[src/rtl/fcs_map.svh]
// Offsets, field positions, command codes and timing constants of the flash host controller
`ifndef FCS_MAP_SVH
`define FCS_MAP_SVH
`define FCS_AW            19
`define FCS_DW            16
// Host register byte offsets
`define FCS_OFF_CTRL      8'h00
`define FCS_OFF_ADDR      8'h04
`define FCS_OFF_WDATA     8'h08
`define FCS_OFF_STAT      8'h0C
`define FCS_OFF_RDATA     8'h10
`define FCS_OFF_PINS      8'h14
// Control word and pin register fields
`define FCS_CTRL_OP_LSB   0
`define FCS_CTRL_OP_MSB   2
`define FCS_CTRL_DEFER    3
`define FCS_CTRL_USE_PIN  4
`define FCS_PINS_PD       0
`define FCS_PINS_WP       1
// Device status word bits
`define FCS_SR_READY      7
`define FCS_SR_ERA_SUSP   6
`define FCS_SR_ERA_ERR    5
`define FCS_SR_WR_ERR     4
`define FCS_SR_SUPPLY     3
`define FCS_SR_WR_SUSP    2
`define FCS_SR_PROTECT    1
// Device command codes
`define FCS_CMD_ERASE     8'h20
`define FCS_CMD_CONFIRM   8'hD0
`define FCS_CMD_WRITE     8'h40
`define FCS_CMD_LOCK      8'h60
`define FCS_CMD_LOCK_BLK  8'h01
`define FCS_CMD_LOCK_PERM 8'hF1
`define FCS_CMD_READ_ARR  8'hFF
`define FCS_CMD_CLR_STAT  8'h50
// AXI responses
`define FCS_RESP_OKAY     2'h0
`define FCS_RESP_SLVERR   2'h2
`define FCS_RESP_DECERR   2'h3
// Bus timing in ns and derived cycle counts, least times rounded up
`define FCS_CLK_NS        20
`define FCS_T_WE_NS       60
`define FCS_T_RD_NS       120
`define FCS_T_RB_NS       200
`define FCS_CYC(t)        (((t) + `FCS_CLK_NS - 1) / `FCS_CLK_NS)
`define FCS_WE_CYC        4'(`FCS_CYC(`FCS_T_WE_NS))
`define FCS_RD_CYC        4'(`FCS_CYC(`FCS_T_RD_NS) + 2)
`define FCS_RB_CYC        4'(`FCS_CYC(`FCS_T_RB_NS))
`endif

[src/rtl/fcs_pkg.sv]
// Types shared by the flash host controller modules
package fcs_pkg;
  typedef enum logic [2:0] {
    OP_ERASE, OP_WRITE, OP_LOCK_BLK, OP_LOCK_PERM,
    OP_UNLOCK, OP_CLR_STAT, OP_READ_ARR, OP_RSVD
  } fcs_op_e;
  typedef enum logic [2:0] {
    ERR_NONE, ERR_SUPPLY, ERR_PROTECT, ERR_SEQ, ERR_OP
  } fcs_err_e;
  typedef enum logic [2:0] {
    ST_IDLE, ST_W1, ST_W2, ST_WAIT, ST_POLL, ST_RDARR
  } fcs_state_e;
  typedef enum logic [2:0] {
    PC_IDLE, PC_SETUP, PC_PULSE, PC_HOLD, PC_READ
  } fcs_pc_e;
endpackage

[src/rtl/fcs_bus_if.sv]
// Request and answer carrier between the sequencer and the pin cycle engine
`timescale 1ns/10ps
`include "fcs_map.svh"
interface fcs_bus_if;
  logic                req;
  logic                wr;
  logic [`FCS_AW-1:0]  addr;
  logic [`FCS_DW-1:0]  wdata;
  logic                done;
  logic [`FCS_DW-1:0]  rdata;
  modport master (output req, wr, addr, wdata, input done, rdata);
  modport cycle  (input req, wr, addr, wdata, output done, rdata);
endinterface

[src/rtl/fcs_pin_cycle.sv]
// Single write or read cycle on the asynchronous flash pins
`timescale 1ns/10ps
`include "fcs_map.svh"
module fcs_pin_cycle
  import fcs_pkg::*;
(
  input  wire logic               clk,
  input  wire logic               rst_n,
  fcs_bus_if.cycle                bus,
  output logic [`FCS_AW-1:0]      flash_addr,
  output logic [`FCS_DW-1:0]      flash_dq_o,
  output logic                    flash_dq_oe,
  output logic                    flash_ce_n,
  output logic                    flash_oe_n,
  output logic                    flash_we_n,
  input  wire logic [`FCS_DW-1:0] flash_dq_i
);
  fcs_pc_e            st_ff;
  logic [3:0]         cnt_ff;
  logic               done_ff, dq_stable;
  logic [`FCS_DW-1:0] rdata_ff, dq_s1_ff, dq_s2_ff, dq_s3_ff;

  assign bus.done  = done_ff;
  assign bus.rdata = rdata_ff;
  // Data only counts once the last two stages agree
  assign dq_stable = (dq_s2_ff == dq_s3_ff);

  // Three-stage capture of the data pins
  always_ff @(posedge clk) begin
    dq_s1_ff <= flash_dq_i;
    dq_s2_ff <= dq_s1_ff;
    dq_s3_ff <= dq_s2_ff;
  end

  // Cycle engine; done blocks re-acceptance of the request just answered
  always_ff @(posedge clk) begin
    if (!rst_n) begin
      st_ff       <= PC_IDLE;
      cnt_ff      <= 4'h0;
      done_ff     <= 1'b0;
      rdata_ff    <= 16'h0000;
      flash_addr  <= 19'h00000;
      flash_dq_o  <= 16'h0000;
      flash_dq_oe <= 1'b0;
      flash_ce_n  <= 1'b1;
      flash_oe_n  <= 1'b1;
      flash_we_n  <= 1'b1;
    end else begin
      done_ff <= 1'b0;
      unique case (st_ff)
        PC_IDLE: if (bus.req && !done_ff) begin
          flash_addr <= bus.addr;
          flash_dq_o <= bus.wdata;
          flash_ce_n <= 1'b0;
          if (bus.wr) begin
            flash_dq_oe <= 1'b1;
            st_ff       <= PC_SETUP;
          end else begin
            flash_oe_n <= 1'b0;
            cnt_ff     <= `FCS_RD_CYC;
            st_ff      <= PC_READ;
          end
        end
        PC_SETUP: begin
          flash_we_n <= 1'b0;
          cnt_ff     <= `FCS_WE_CYC - 4'h1;
          st_ff      <= PC_PULSE;
        end
        PC_PULSE: if (cnt_ff == 4'h0) begin
          flash_we_n <= 1'b1;
          st_ff      <= PC_HOLD;
        end else begin
          cnt_ff <= cnt_ff - 4'h1;
        end
        PC_HOLD: begin
          flash_ce_n  <= 1'b1;
          flash_dq_oe <= 1'b0;
          done_ff     <= 1'b1;
          st_ff       <= PC_IDLE;
        end
        PC_READ: if (cnt_ff != 4'h0) begin
          cnt_ff <= cnt_ff - 4'h1;
        end else if (dq_stable) begin
          rdata_ff   <= dq_s3_ff;
          flash_ce_n <= 1'b1;
          flash_oe_n <= 1'b1;
          done_ff    <= 1'b1;
          st_ff      <= PC_IDLE;
        end
      endcase
    end
  end
endmodule // fcs_pin_cycle

[src/rtl/fcs_ctrl.sv]
// Flash host controller: AXI4-Lite registers, command sequencing, status checks
`timescale 1ns/10ps
`include "fcs_map.svh"
// Overview of operation
// Status bit 7 ready, 0 busy
// Status bit 6 erase suspended
// Status bit 5 erase or unlock failure
// Status bit 4 write or lock failure
// Status bit 3 program supply too low
// Status bit 2 word write suspended
// Status bit 1 protection abort
// Host masks reserved status bit 0
// Ignore bits 6..0 until ready
// Bits 5 and 4 both: bad sequence
// Supply bit updated only by operations
// Protect bit evaluated only after operations
// Erase: 20H then D0H at block
// Write: 40H then data, same address
// Lock: 60H then 01H or F1H
// Unlock all: 60H then D0H
// Write FFH to return to array
// Error bits sticky until clear status
// Error check may follow a series
// Check supply, protect, sequence, own bit
// Completion via ready pin or bit 7
// Ready pin low while algorithm runs
// Power-down clears the status word
// Array read mode after power-down exit
// Bad lock sequence sets bits 4, 5
// Reserved bit 0 reads zero
module fcs_ctrl
  import fcs_pkg::*;
(
  input  wire logic               clk,
  input  wire logic               rst_n,
  input  wire logic [7:0]         s_axi_awaddr,
  input  wire logic               s_axi_awvalid,
  output logic                    s_axi_awready,
  input  wire logic [31:0]        s_axi_wdata,
  input  wire logic [3:0]         s_axi_wstrb,
  input  wire logic               s_axi_wvalid,
  output logic                    s_axi_wready,
  output logic [1:0]              s_axi_bresp,
  output logic                    s_axi_bvalid,
  input  wire logic               s_axi_bready,
  input  wire logic [7:0]         s_axi_araddr,
  input  wire logic               s_axi_arvalid,
  output logic                    s_axi_arready,
  output logic [31:0]             s_axi_rdata,
  output logic [1:0]              s_axi_rresp,
  output logic                    s_axi_rvalid,
  input  wire logic               s_axi_rready,
  output logic [`FCS_AW-1:0]      flash_addr,
  output logic [`FCS_DW-1:0]      flash_dq_o,
  output logic                    flash_dq_oe,
  input  wire logic [`FCS_DW-1:0] flash_dq_i,
  output logic                    flash_ce_n,
  output logic                    flash_oe_n,
  output logic                    flash_we_n,
  output logic                    flash_wp_n,
  output logic                    powerdown_reset_in_n,
  input  wire logic               ready_busy_out
);
  fcs_bus_if bus ();
  // Sequencer state
  fcs_state_e         state_ff, nxt_state;
  fcs_op_e            op_ff;
  fcs_err_e           err_ff, nxt_err;
  logic               defer_ff, use_pin_ff, done_ff, pd_ff, wp_ff;
  logic [`FCS_AW-1:0] addr_ff;
  logic [`FCS_DW-1:0] wdat_ff, rdarr_ff;
  logic [7:0]         sr_ff;
  logic [3:0]         settle_ff;
  // Ready pin synchroniser
  logic               rb_s1_ff, rb_s2_ff, rb_s3_ff, rb_lvl_ff;
  // AXI slave state
  logic               aw_hold_ff, w_hold_ff, bvalid_ff, rvalid_ff;
  logic [7:0]         awaddr_ff;
  logic [31:0]        wdata_ff, rdata_ff;
  logic [3:0]         wstrb_ff;
  logic [1:0]         bresp_ff, rresp_ff;
  // Decoded wires
  logic               wr_go, w_ctrl, w_addr, w_wdat, w_pins, w_mapped, busy, start_ok;
  logic               start, finish, own_err, sr_ready, rd_mapped;
  logic [31:0]        wmask, addr_new, wdat_new, stat_word, rd_word;
  fcs_op_e            req_op;
  logic [7:0]         cmd1, sr_m;
  logic [15:0]        cmd2;

  fcs_pin_cycle u_pc (
    .clk         (clk),
    .rst_n       (rst_n),
    .bus         (bus.cycle),
    .flash_addr  (flash_addr),
    .flash_dq_o  (flash_dq_o),
    .flash_dq_oe (flash_dq_oe),
    .flash_ce_n  (flash_ce_n),
    .flash_oe_n  (flash_oe_n),
    .flash_we_n  (flash_we_n),
    .flash_dq_i  (flash_dq_i)
  );

  // AXI handshakes; one write and one read in flight at most
  assign s_axi_awready = !aw_hold_ff && !bvalid_ff;
  assign s_axi_wready  = !w_hold_ff && !bvalid_ff;
  assign s_axi_bvalid  = bvalid_ff;
  assign s_axi_bresp   = bresp_ff;
  assign s_axi_arready = !rvalid_ff;
  assign s_axi_rvalid  = rvalid_ff;
  assign s_axi_rdata   = rdata_ff;
  assign s_axi_rresp   = rresp_ff;

  // Write decode; acts once address and data are both held
  assign wr_go    = aw_hold_ff && w_hold_ff && !bvalid_ff;
  assign w_ctrl   = (awaddr_ff == `FCS_OFF_CTRL);
  assign w_addr   = (awaddr_ff == `FCS_OFF_ADDR);
  assign w_wdat   = (awaddr_ff == `FCS_OFF_WDATA);
  assign w_pins   = (awaddr_ff == `FCS_OFF_PINS);
  assign w_mapped = w_ctrl || w_addr || w_wdat || w_pins
                    || (awaddr_ff == `FCS_OFF_STAT) || (awaddr_ff == `FCS_OFF_RDATA);
  assign wmask    = {{8{wstrb_ff[3]}}, {8{wstrb_ff[2]}}, {8{wstrb_ff[1]}}, {8{wstrb_ff[0]}}};
  assign addr_new = ({13'h0000, addr_ff} & ~wmask) | (wdata_ff & wmask);
  assign wdat_new = ({16'h0000, wdat_ff} & ~wmask) | (wdata_ff & wmask);

  // Start only when idle and powered; refusals answer SLVERR
  assign req_op   = fcs_op_e'(wdata_ff[`FCS_CTRL_OP_MSB:`FCS_CTRL_OP_LSB]);
  assign busy     = (state_ff != ST_IDLE);
  assign start_ok = !busy && !pd_ff && wstrb_ff[0] && (req_op != OP_RSVD);
  assign start    = wr_go && w_ctrl && start_ok;
  assign finish   = busy && (nxt_state == ST_IDLE);

  // First command word of each sequence
  assign cmd1 = (op_ff == OP_ERASE)    ? `FCS_CMD_ERASE :
                (op_ff == OP_WRITE)    ? `FCS_CMD_WRITE :
                (op_ff == OP_CLR_STAT) ? `FCS_CMD_CLR_STAT :
                (op_ff == OP_READ_ARR) ? `FCS_CMD_READ_ARR :
                `FCS_CMD_LOCK;
  // Second word: confirm code, or the data itself for a word write
  assign cmd2 = (op_ff == OP_WRITE)     ? wdat_ff :
                (op_ff == OP_LOCK_BLK)  ? {8'h00, `FCS_CMD_LOCK_BLK} :
                (op_ff == OP_LOCK_PERM) ? {8'h00, `FCS_CMD_LOCK_PERM} :
                {8'h00, `FCS_CMD_CONFIRM};

  // Requests to the pin engine; both words of a pair go to the same address
  assign bus.req   = (state_ff == ST_W1) || (state_ff == ST_W2)
                     || (state_ff == ST_POLL) || (state_ff == ST_RDARR);
  assign bus.wr    = (state_ff == ST_W1) || (state_ff == ST_W2);
  assign bus.addr  = addr_ff;
  assign bus.wdata = (state_ff == ST_W2) ? cmd2 : {8'h00, cmd1};

  // Status word as read from the device, reserved bit dropped
  assign sr_m     = {bus.rdata[7:1], 1'b0};
  assign sr_ready = sr_m[`FCS_SR_READY];
  assign own_err  = ((op_ff == OP_ERASE) || (op_ff == OP_UNLOCK))
                    ? sr_m[`FCS_SR_ERA_ERR]
                    : sr_m[`FCS_SR_WR_ERR];

  // Full check in fixed order; deferred checks leave sticky bits for later
  always_comb begin
    nxt_err = ERR_NONE;
    if (defer_ff) begin
      nxt_err = ERR_NONE;
    end else if (sr_m[`FCS_SR_SUPPLY]) begin
      nxt_err = ERR_SUPPLY;
    end else if (sr_m[`FCS_SR_PROTECT]) begin
      nxt_err = ERR_PROTECT;
    end else if (sr_m[`FCS_SR_ERA_ERR] && sr_m[`FCS_SR_WR_ERR]) begin
      nxt_err = ERR_SEQ;
    end else if (own_err) begin
      nxt_err = ERR_OP;
    end
  end

  // Sequencer; power-down aborts whatever runs
  always_comb begin
    nxt_state = state_ff;
    unique case (state_ff)
      ST_IDLE: if (start) begin
        nxt_state = ST_W1;
      end
      ST_W1: if (bus.done) begin
        nxt_state = (op_ff == OP_CLR_STAT) ? ST_IDLE :
                    (op_ff == OP_READ_ARR) ? ST_RDARR : ST_W2;
      end
      ST_W2: if (bus.done) begin
        nxt_state = use_pin_ff ? ST_WAIT : ST_POLL;
      end
      ST_WAIT: if ((settle_ff == 4'h0) && rb_lvl_ff) begin
        nxt_state = ST_POLL;
      end
      // Bits below the ready bit mean nothing until it is set
      ST_POLL: if (bus.done && sr_ready) begin
        nxt_state = ST_IDLE;
      end
      ST_RDARR: if (bus.done) begin
        nxt_state = ST_IDLE;
      end
    endcase
    if (pd_ff) begin
      nxt_state = ST_IDLE;
    end
  end

  // Ready pin: three stages, level taken when the last two agree
  always_ff @(posedge clk) begin
    rb_s1_ff <= ready_busy_out;
    rb_s2_ff <= rb_s1_ff;
    rb_s3_ff <= rb_s2_ff;
    if (!rst_n) begin
      rb_lvl_ff <= 1'b1;
    end else if (rb_s2_ff == rb_s3_ff) begin
      rb_lvl_ff <= rb_s3_ff;
    end
  end

  // AXI write channel holding registers and response
  always_ff @(posedge clk) begin
    if (!rst_n) begin
      aw_hold_ff <= 1'b0;
      w_hold_ff  <= 1'b0;
      awaddr_ff  <= 8'h00;
      wdata_ff   <= 32'h00000000;
      wstrb_ff   <= 4'h0;
      bvalid_ff  <= 1'b0;
      bresp_ff   <= `FCS_RESP_OKAY;
    end else begin
      if (s_axi_awvalid && s_axi_awready) begin
        aw_hold_ff <= 1'b1;
        awaddr_ff  <= s_axi_awaddr;
      end
      if (s_axi_wvalid && s_axi_wready) begin
        w_hold_ff <= 1'b1;
        wdata_ff  <= s_axi_wdata;
        wstrb_ff  <= s_axi_wstrb;
      end
      if (wr_go) begin
        aw_hold_ff <= 1'b0;
        w_hold_ff  <= 1'b0;
        bvalid_ff  <= 1'b1;
        bresp_ff   <= !w_mapped ? `FCS_RESP_DECERR :
                      (w_ctrl && !start_ok) ? `FCS_RESP_SLVERR : `FCS_RESP_OKAY;
      end else if (s_axi_bready) begin
        bvalid_ff <= 1'b0;
      end
    end
  end

  // Register read mux; status word reports the sequencer and last device status
  assign stat_word = {16'h0000, sr_ff, 1'b0, err_ff, 1'b0, rb_lvl_ff, done_ff, busy};
  assign rd_mapped = s_axi_araddr inside {`FCS_OFF_CTRL, `FCS_OFF_ADDR, `FCS_OFF_WDATA,
                                          `FCS_OFF_STAT, `FCS_OFF_RDATA, `FCS_OFF_PINS};
  assign rd_word   = (s_axi_araddr == `FCS_OFF_CTRL)  ? {27'h0, use_pin_ff, defer_ff, op_ff} :
                     (s_axi_araddr == `FCS_OFF_ADDR)  ? {13'h0, addr_ff} :
                     (s_axi_araddr == `FCS_OFF_WDATA) ? {16'h0, wdat_ff} :
                     (s_axi_araddr == `FCS_OFF_STAT)  ? stat_word :
                     (s_axi_araddr == `FCS_OFF_RDATA) ? {16'h0, rdarr_ff} :
                     (s_axi_araddr == `FCS_OFF_PINS)  ? {30'h0, wp_ff, pd_ff} : 32'h00000000;

  // AXI read channel
  always_ff @(posedge clk) begin
    if (!rst_n) begin
      rvalid_ff <= 1'b0;
      rdata_ff  <= 32'h00000000;
      rresp_ff  <= `FCS_RESP_OKAY;
    end else if (s_axi_arvalid && s_axi_arready) begin
      rvalid_ff <= 1'b1;
      rdata_ff  <= rd_word;
      rresp_ff  <= rd_mapped ? `FCS_RESP_OKAY : `FCS_RESP_DECERR;
    end else if (s_axi_rready) begin
      rvalid_ff <= 1'b0;
    end
  end

  // Settings; operation fields frozen while busy
  always_ff @(posedge clk) begin
    if (!rst_n) begin
      op_ff      <= OP_READ_ARR;
      defer_ff   <= 1'b0;
      use_pin_ff <= 1'b0;
      addr_ff    <= 19'h00000;
      wdat_ff    <= 16'h0000;
      pd_ff      <= 1'b0;
      wp_ff      <= 1'b1;
    end else if (wr_go) begin
      if (start) begin
        op_ff      <= req_op;
        defer_ff   <= wdata_ff[`FCS_CTRL_DEFER];
        use_pin_ff <= wdata_ff[`FCS_CTRL_USE_PIN];
      end
      if (w_addr && !busy) begin
        addr_ff <= addr_new[`FCS_AW-1:0];
      end
      if (w_wdat && !busy) begin
        wdat_ff <= wdat_new[`FCS_DW-1:0];
      end
      if (w_pins && wstrb_ff[0]) begin
        pd_ff <= wdata_ff[`FCS_PINS_PD];
        wp_ff <= wdata_ff[`FCS_PINS_WP];
      end
    end
  end
  // Pin levels follow the settings register
  assign powerdown_reset_in_n = !pd_ff;
  assign flash_wp_n           = wp_ff;
  // Sequencer registers and captured results
  always_ff @(posedge clk) begin
    if (!rst_n) begin
      state_ff  <= ST_IDLE;
      err_ff    <= ERR_NONE;
      sr_ff     <= 8'h00;
      rdarr_ff  <= 16'h0000;
      done_ff   <= 1'b0;
      settle_ff <= 4'h0;
    end else begin
      state_ff <= nxt_state;
      if (start) begin
        done_ff <= 1'b0;
      end else if (finish) begin
        done_ff <= 1'b1;
      end
      // Ready pin needs time to fall before its level means anything
      if ((state_ff == ST_W2) && bus.done) begin
        settle_ff <= `FCS_RB_CYC;
      end else if (settle_ff != 4'h0) begin
        settle_ff <= settle_ff - 4'h1;
      end
      if (pd_ff) begin
        sr_ff  <= 8'h00;
        err_ff <= ERR_NONE;
      end else if ((state_ff == ST_POLL) && finish) begin
        sr_ff  <= sr_m;
        err_ff <= nxt_err;
      end else if ((state_ff == ST_W1) && finish) begin
        sr_ff  <= 8'h00;
        err_ff <= ERR_NONE;
      end
      if ((state_ff == ST_RDARR) && bus.done) begin
        rdarr_ff <= bus.rdata;
      end
    end
  end
endmodule // fcs_ctrl

[config.mk]
export PLATFORM = sky130hd
export DESIGN_NAME = fcs_ctrl
export DESIGN_NICKNAME = d
export VERILOG_FILES = /design/src/rtl/fcs_pkg.sv /design/src/rtl/fcs_bus_if.sv /design/src/rtl/fcs_pin_cycle.sv /design/src/rtl/fcs_ctrl.sv
export VERILOG_INCLUDE_DIRS = /design/src /design/src/rtl
export SDC_FILE = /design/constraint.sdc
export NUM_CORES = 1
export LEC_CHECK = 0
export BUFFER_PORTS_ARGS = -buffer_cell sky130_fd_sc_hd__buf_2
export CAP_MARGIN = 20
export CORE_UTILIZATION = 40
export DETAILED_ROUTE_END_ITERATION = 6
export PLACE_DENSITY = 0.61
export SETUP_SLACK_MARGIN = 0.5
export SYNTH_ARGS = -nofsm -noshare
export SYNTH_HDL_FRONTEND = slang
export SYNTH_SLANG_ARGS = --single-unit
export TNS_END_PERCENT = 5
[constraint.sdc]
create_clock -name clk -period 3.2 [get_ports clk]
set_clock_uncertainty 0.1 [all_clocks]
set_input_delay 0.16 -clock clk [delete_from_list [all_inputs] [get_ports clk]]
set_output_delay 0.16 -clock clk [all_outputs]
set_load 0.05 [all_outputs]
==> results_tabular.tex <==
\begin{tabular}{lr}
\hline
Metric & Value \\
\hline
\multicolumn{2}{l}{\textbf{GRT}} \\
\quad Maximum number of pins on one net before global-route repair & 77 \\
\quad First-pass GRT wire length & 37500 microns \\
\quad Via count of the first global-routing pass & 7196 \\
\quad Remaining global-route overflow & 0 \\
\quad Total global-route track usage & 19.4\% \\
\quad Antenna violations before repair & 0 \\
\multicolumn{2}{l}{\textbf{Run}} \\
\quad Max cap viols & 0 \\
\multicolumn{2}{l}{\textbf{Power}} \\
\quad Leak & 4.83 nW \\
\quad Maximum vdd drop & 0.359 mV \\
\quad Total power & 6.65 mW \\
\quad Power density of the placed cells & 574 mW/mm\^{}2 \\
\multicolumn{2}{l}{\textbf{Timing}} \\
\quad Hold Worst Slack & 0.0171 ns \\
\quad Max\_slew headroom & 37.3\% \\
\quad Highest Clock Rate & 0.390 GHz \\
\quad Final number of max-transition violations & 0 \\
\quad Hold Fails Final Rpt & 0 \\
\quad Post-layout min period & 2.56 ns \\
\quad Total setup violations reported at the end of the flow & 0 \\
\quad Least-Margin Pin Slew & 0.940 ns \\
\quad RSZ-0062 raised after global routing & yes \\
\quad Tcrit/Tclk final & 80.1\% \\
\quad Setup TNS & 0 ns \\
\multicolumn{2}{l}{\textbf{Synth}} \\
\quad Combinational family with the most area after synthesis & simple AND/OR/NAND/NOR gates \\
\quad Number of flops mapped to enable cells by yosys & 0 \\
\quad Count of cell types in the netlist & 58 \\
\quad Synth Instances & 1062 \\
\quad Area share of fa/ha/maj cells after synthesis & 0.135\% \\
\quad Fraction of the yosys area taken by sequential cells & 53.3\% \\
\quad Share of async-settable or async-resettable flops after synthesis & 0\% \\
\quad Synth Area in XOR/XNOR & 1.79\% \\
\quad Yosys warnings & 0 \\
\quad Average footprint of a synthesized cell & 8.73 sq um \\
\quad Number of register bits inferred by synthesis & 247 \\
\quad Post-synth top flop & sky130\_fd\_sc\_hd\_\_dfxtp\_1 \\
\quad Post-synth design cell area & 0.00928 sq mm \\
\quad Complex-gate fraction of the synthesized area & 15.3\% \\
\quad Post-synthesis share of cell area spent on and, or, nand and nor gates & 19.0\% \\
\quad Cell type with the highest aggregate area in the netlist & sky130\_fd\_sc\_hd\_\_dfxtp\_1 \\
\quad Fraction of synthesized cell area taken by the top area cell type & 53.3\% \\
\quad Share of synthesized area spent on multiplexers & 5.87\% \\
\quad Top area cells in the synthesized netlist & sky130\_fd\_sc\_hd\_\_dfxtp\_1, sky130\_fd\_sc\_hd\_\_nand2\_1, sky130\_fd\_sc\_hd\_\_a21oi\_1 \\
\multicolumn{2}{l}{\textbf{Floorplan}} \\
\quad Standard cell core area & 0.0227 sq mm \\
\quad Row cnt & 55 \\
\quad Die Area & 0.0238 sq mm \\
\quad DIE WIDTH & 154 microns \\
\quad Count of boundary I/O pins & 158 \\
\quad Initial Utilization & 40.8\% \\
\quad Die extent in y & 154 microns \\
\multicolumn{2}{l}{\textbf{Drt}} \\
\quad Post-route DRC violation count & 0 \\
\quad Avg WL per Cell & 15.3 microns \\
\quad Drt total wl & 23400 microns \\
\quad Post-detailed-route via-to-cell ratio & 5.13 \\
\quad First-pass DRT Iterations & 5 \\
\quad Antenna-violating nets left & 0 \\
\quad Routed via count & 7860 \\
\quad DRC marker count from the first detailed-route iteration & 546 \\
\multicolumn{2}{l}{\textbf{Clocking}} \\
\quad Root buffer cell & sky130\_fd\_sc\_hd\_\_clkbuf\_16 \\
\quad Clock tree from TritonCTS & yes \\
\quad Clock Sinks & 247 \\
\quad Register clock-pin slew on the reported worst setup and hold paths & 0.06 ns \\
\quad Htree depth & 1 \\
\quad Clk Latency, worst-skew pair & 0.52 ns \\
\quad Clock tree buffer depth & 3 \\
\quad Number of buffers added by the clock tree synthesis step & 26 \\
\multicolumn{2}{l}{\textbf{Setup path}} \\
\quad CP max stage cell & sky130\_fd\_sc\_hd\_\_or4\_4 \\
\quad Critical register-to-register path startpoint & op\_ff[1] \\
\quad Crit path launch type & flop \\
\quad Worst r2r path cells & 6 \\
\quad Critical path class & reg2reg \\
\quad R2R Setup Slk & 0.64 ns \\
\quad Cell-by-cell listing of the critical path & nor2b\_1, o21ai\_0, a211oi\_1, nand2\_1, or4\_4, a32o\_1 \\
\quad Worst-path fanout max & 10 \\
\quad Critical R2R Capture & sr\_ff[3] \\
\quad Endpoint class of the critical path & flop \\
\quad Required arrival time at the worst endpoint & 3.50 ns \\
\quad Data arrival time of the critical path & 2.86 ns \\
\quad Worst path max stage delay & 0.52 ns \\
\quad Buf/Inv on CP & 0 \\
\quad Kind of cell adding the most delay to the critical path & simple AND/OR/NAND/NOR gates \\
\multicolumn{2}{l}{\textbf{Final layout}} \\
\quad Register area & 0.00494 sq mm \\
\quad Filler Cell Count & 2176 \\
\quad Area occupied by multi-input gates & 0.00397 sq mm \\
\quad Fraction of final layout cells sized beyond drive strength 1 & 15.9\% \\
\quad Final Net Count & 1307 \\
\quad Layout Area Growth over Synthesis & 24.9\% \\
\quad Ant diodes & 0 \\
\multicolumn{2}{l}{\textbf{Place}} \\
\quad Number of port buffers & 130 \\
\quad Final weighted congestion of routability-driven global placement & 0.821 \\
\quad Post-detailed-placement half-perimeter wirelength & 15700 microns \\
\multicolumn{2}{l}{\textbf{Worst hold path}} \\
\quad Worst hold endpoint & awaddr\_ff[3] \\
\quad Launch point of the worst hold path & s\_axi\_awvalid \\
\quad Worst min path class & in2reg \\
\quad Hold path cells & 4 \\
\multicolumn{2}{l}{\textbf{Outcome}} \\
\quad Status & finished clean \\
\hline
\end{tabular}
==> report_power, final <==
group / switching [mW] / internal [mW]
sequential: 0.0597 / 3.15
combinational: 0.257 / 0.151
clock: 1.17 / 1.86
total: 1.49 / 5.16
==> synthesized netlist by cell type, types with 3 or more instances <==
cell / instances
sky130_fd_sc_hd__nor3_1: 17
sky130_fd_sc_hd__nor2b_1: 9
sky130_fd_sc_hd__buf_4: 14
sky130_fd_sc_hd__nor4_1: 9
sky130_fd_sc_hd__o31ai_1: 10
sky130_fd_sc_hd__o211ai_1: 5
sky130_fd_sc_hd__a22oi_1: 10
sky130_fd_sc_hd__a32o_1: 8
sky130_fd_sc_hd__xnor2_1: 18
sky130_fd_sc_hd__or3_1: 3
sky130_fd_sc_hd__mux2i_1: 51
sky130_fd_sc_hd__nand2_1: 209
sky130_fd_sc_hd__nor3b_1: 7
sky130_fd_sc_hd__buf_1: 5
sky130_fd_sc_hd__nand3b_1: 6
sky130_fd_sc_hd__and2_1: 3
sky130_fd_sc_hd__nand2b_1: 4
sky130_fd_sc_hd__a31oi_1: 4
sky130_fd_sc_hd__nand3_1: 27
sky130_fd_sc_hd__a21oi_1: 143
sky130_fd_sc_hd__dfxtp_1: 247
sky130_fd_sc_hd__nand4_1: 7
sky130_fd_sc_hd__nor2_1: 86
sky130_fd_sc_hd__clkbuf_1: 58
sky130_fd_sc_hd__o21ai_0: 44
sky130_fd_sc_hd__or4_1: 5
sky130_fd_sc_hd__inv_1: 11
==> through the flow <==
step	instance area [sq um]	worst slack, ns	util (%)	std cells
floorplan	9320	0.785	-	1074
global placement	10100	0.534	44.5	1428
detailed placement	10100	0.511	44.5	1428
CTS	11600	0.504	51.0	1533
global route	11600	0.466	51.0	1533
finish	11600	0.637	51.0	1533
==> cells by family after synthesis <==
logic type,after synthesis
other cells,1
mux,53
simple gates,402
fa+ha+maj,1
compound gates,246
xor+xnor,19
flops,247
buf+inv,93
==> worst register-to-register path, delay by kind of cell, from the launching register on <==
family	cells	cell delay (ns)
AOI/OAI and AO/OA	3	0.88
and+or+nand+nor	3	1.01
DFF	1	0.47
==> layout by cell type (no fill, tap or decap), drive strengths merged, types with 5 or more instances in the layout <==
cell,instances
clkbuf,40
inv,12
xnor2,18
nand2,209
o211ai,5
dfxtp,247
a32o,8
nor3,17
mux2i,51
o31ai,10
or4,5
buf,150
conb,13
nand3,27
nand3b,6
dlygate4sd3,59
nor2b,9
nor3b,7
a21oi,144
a22oi,10
nand4,7
o21ai,44
nor4,9
nor2,86
==> routing by layer <==
metal  routed length, microns  GRT usage [%]  part of all wire [%]
met1                    11300           27.2                    48
met4                      611           6.13                   2.6
met3                     1210           3.03                   5.1
met5                        0              0                     0
met2                    10200           30.4                    44
==> what timing repair did <==
item | 4_1_cts | 5_1_grt
cloned | 0 | 0
hold buffers | 59 | 0
setup endpoints to repair | 6 | 19
buffers inserted | 0 | 0
endpoints found under the hold margin | 50 | 0
gates resized for setup | 1 | 1
==> worst max path at each step <==
stage | slack [ns] | from | cells past startpoint | end
finish | 0.64 | op_ff[1] | 6 | sr_ff[3]
global route | 0.47 | state_ff[0] | 8 | flop
CTS | 0.50 | state_ff[0] | 6 | u_pc.flash_addr[13]
detailed placement | 0.51 | state_ff[0] | 6 | sr_ff[3]
global placement | 0.53 | state_ff[0] | 6 | u_pc.flash_addr[5]
floorplan | 0.78 | u_pc.cnt_ff[0] | 10 | u_pc.bus.rdata[10]
==> layout make-up <==
class,count,share of cell area [%]
Clock inverter,6,0.691
Tap cell,285,3.08
Sequential cell,247,42.7
Timing Repair Buffer,209,12.0
Inverter,12,0.410
Clock buffer,40,6.86
Multi-Input combinational cell,734,34.3
No activity file was read; power rests on OpenSTA's default activity.
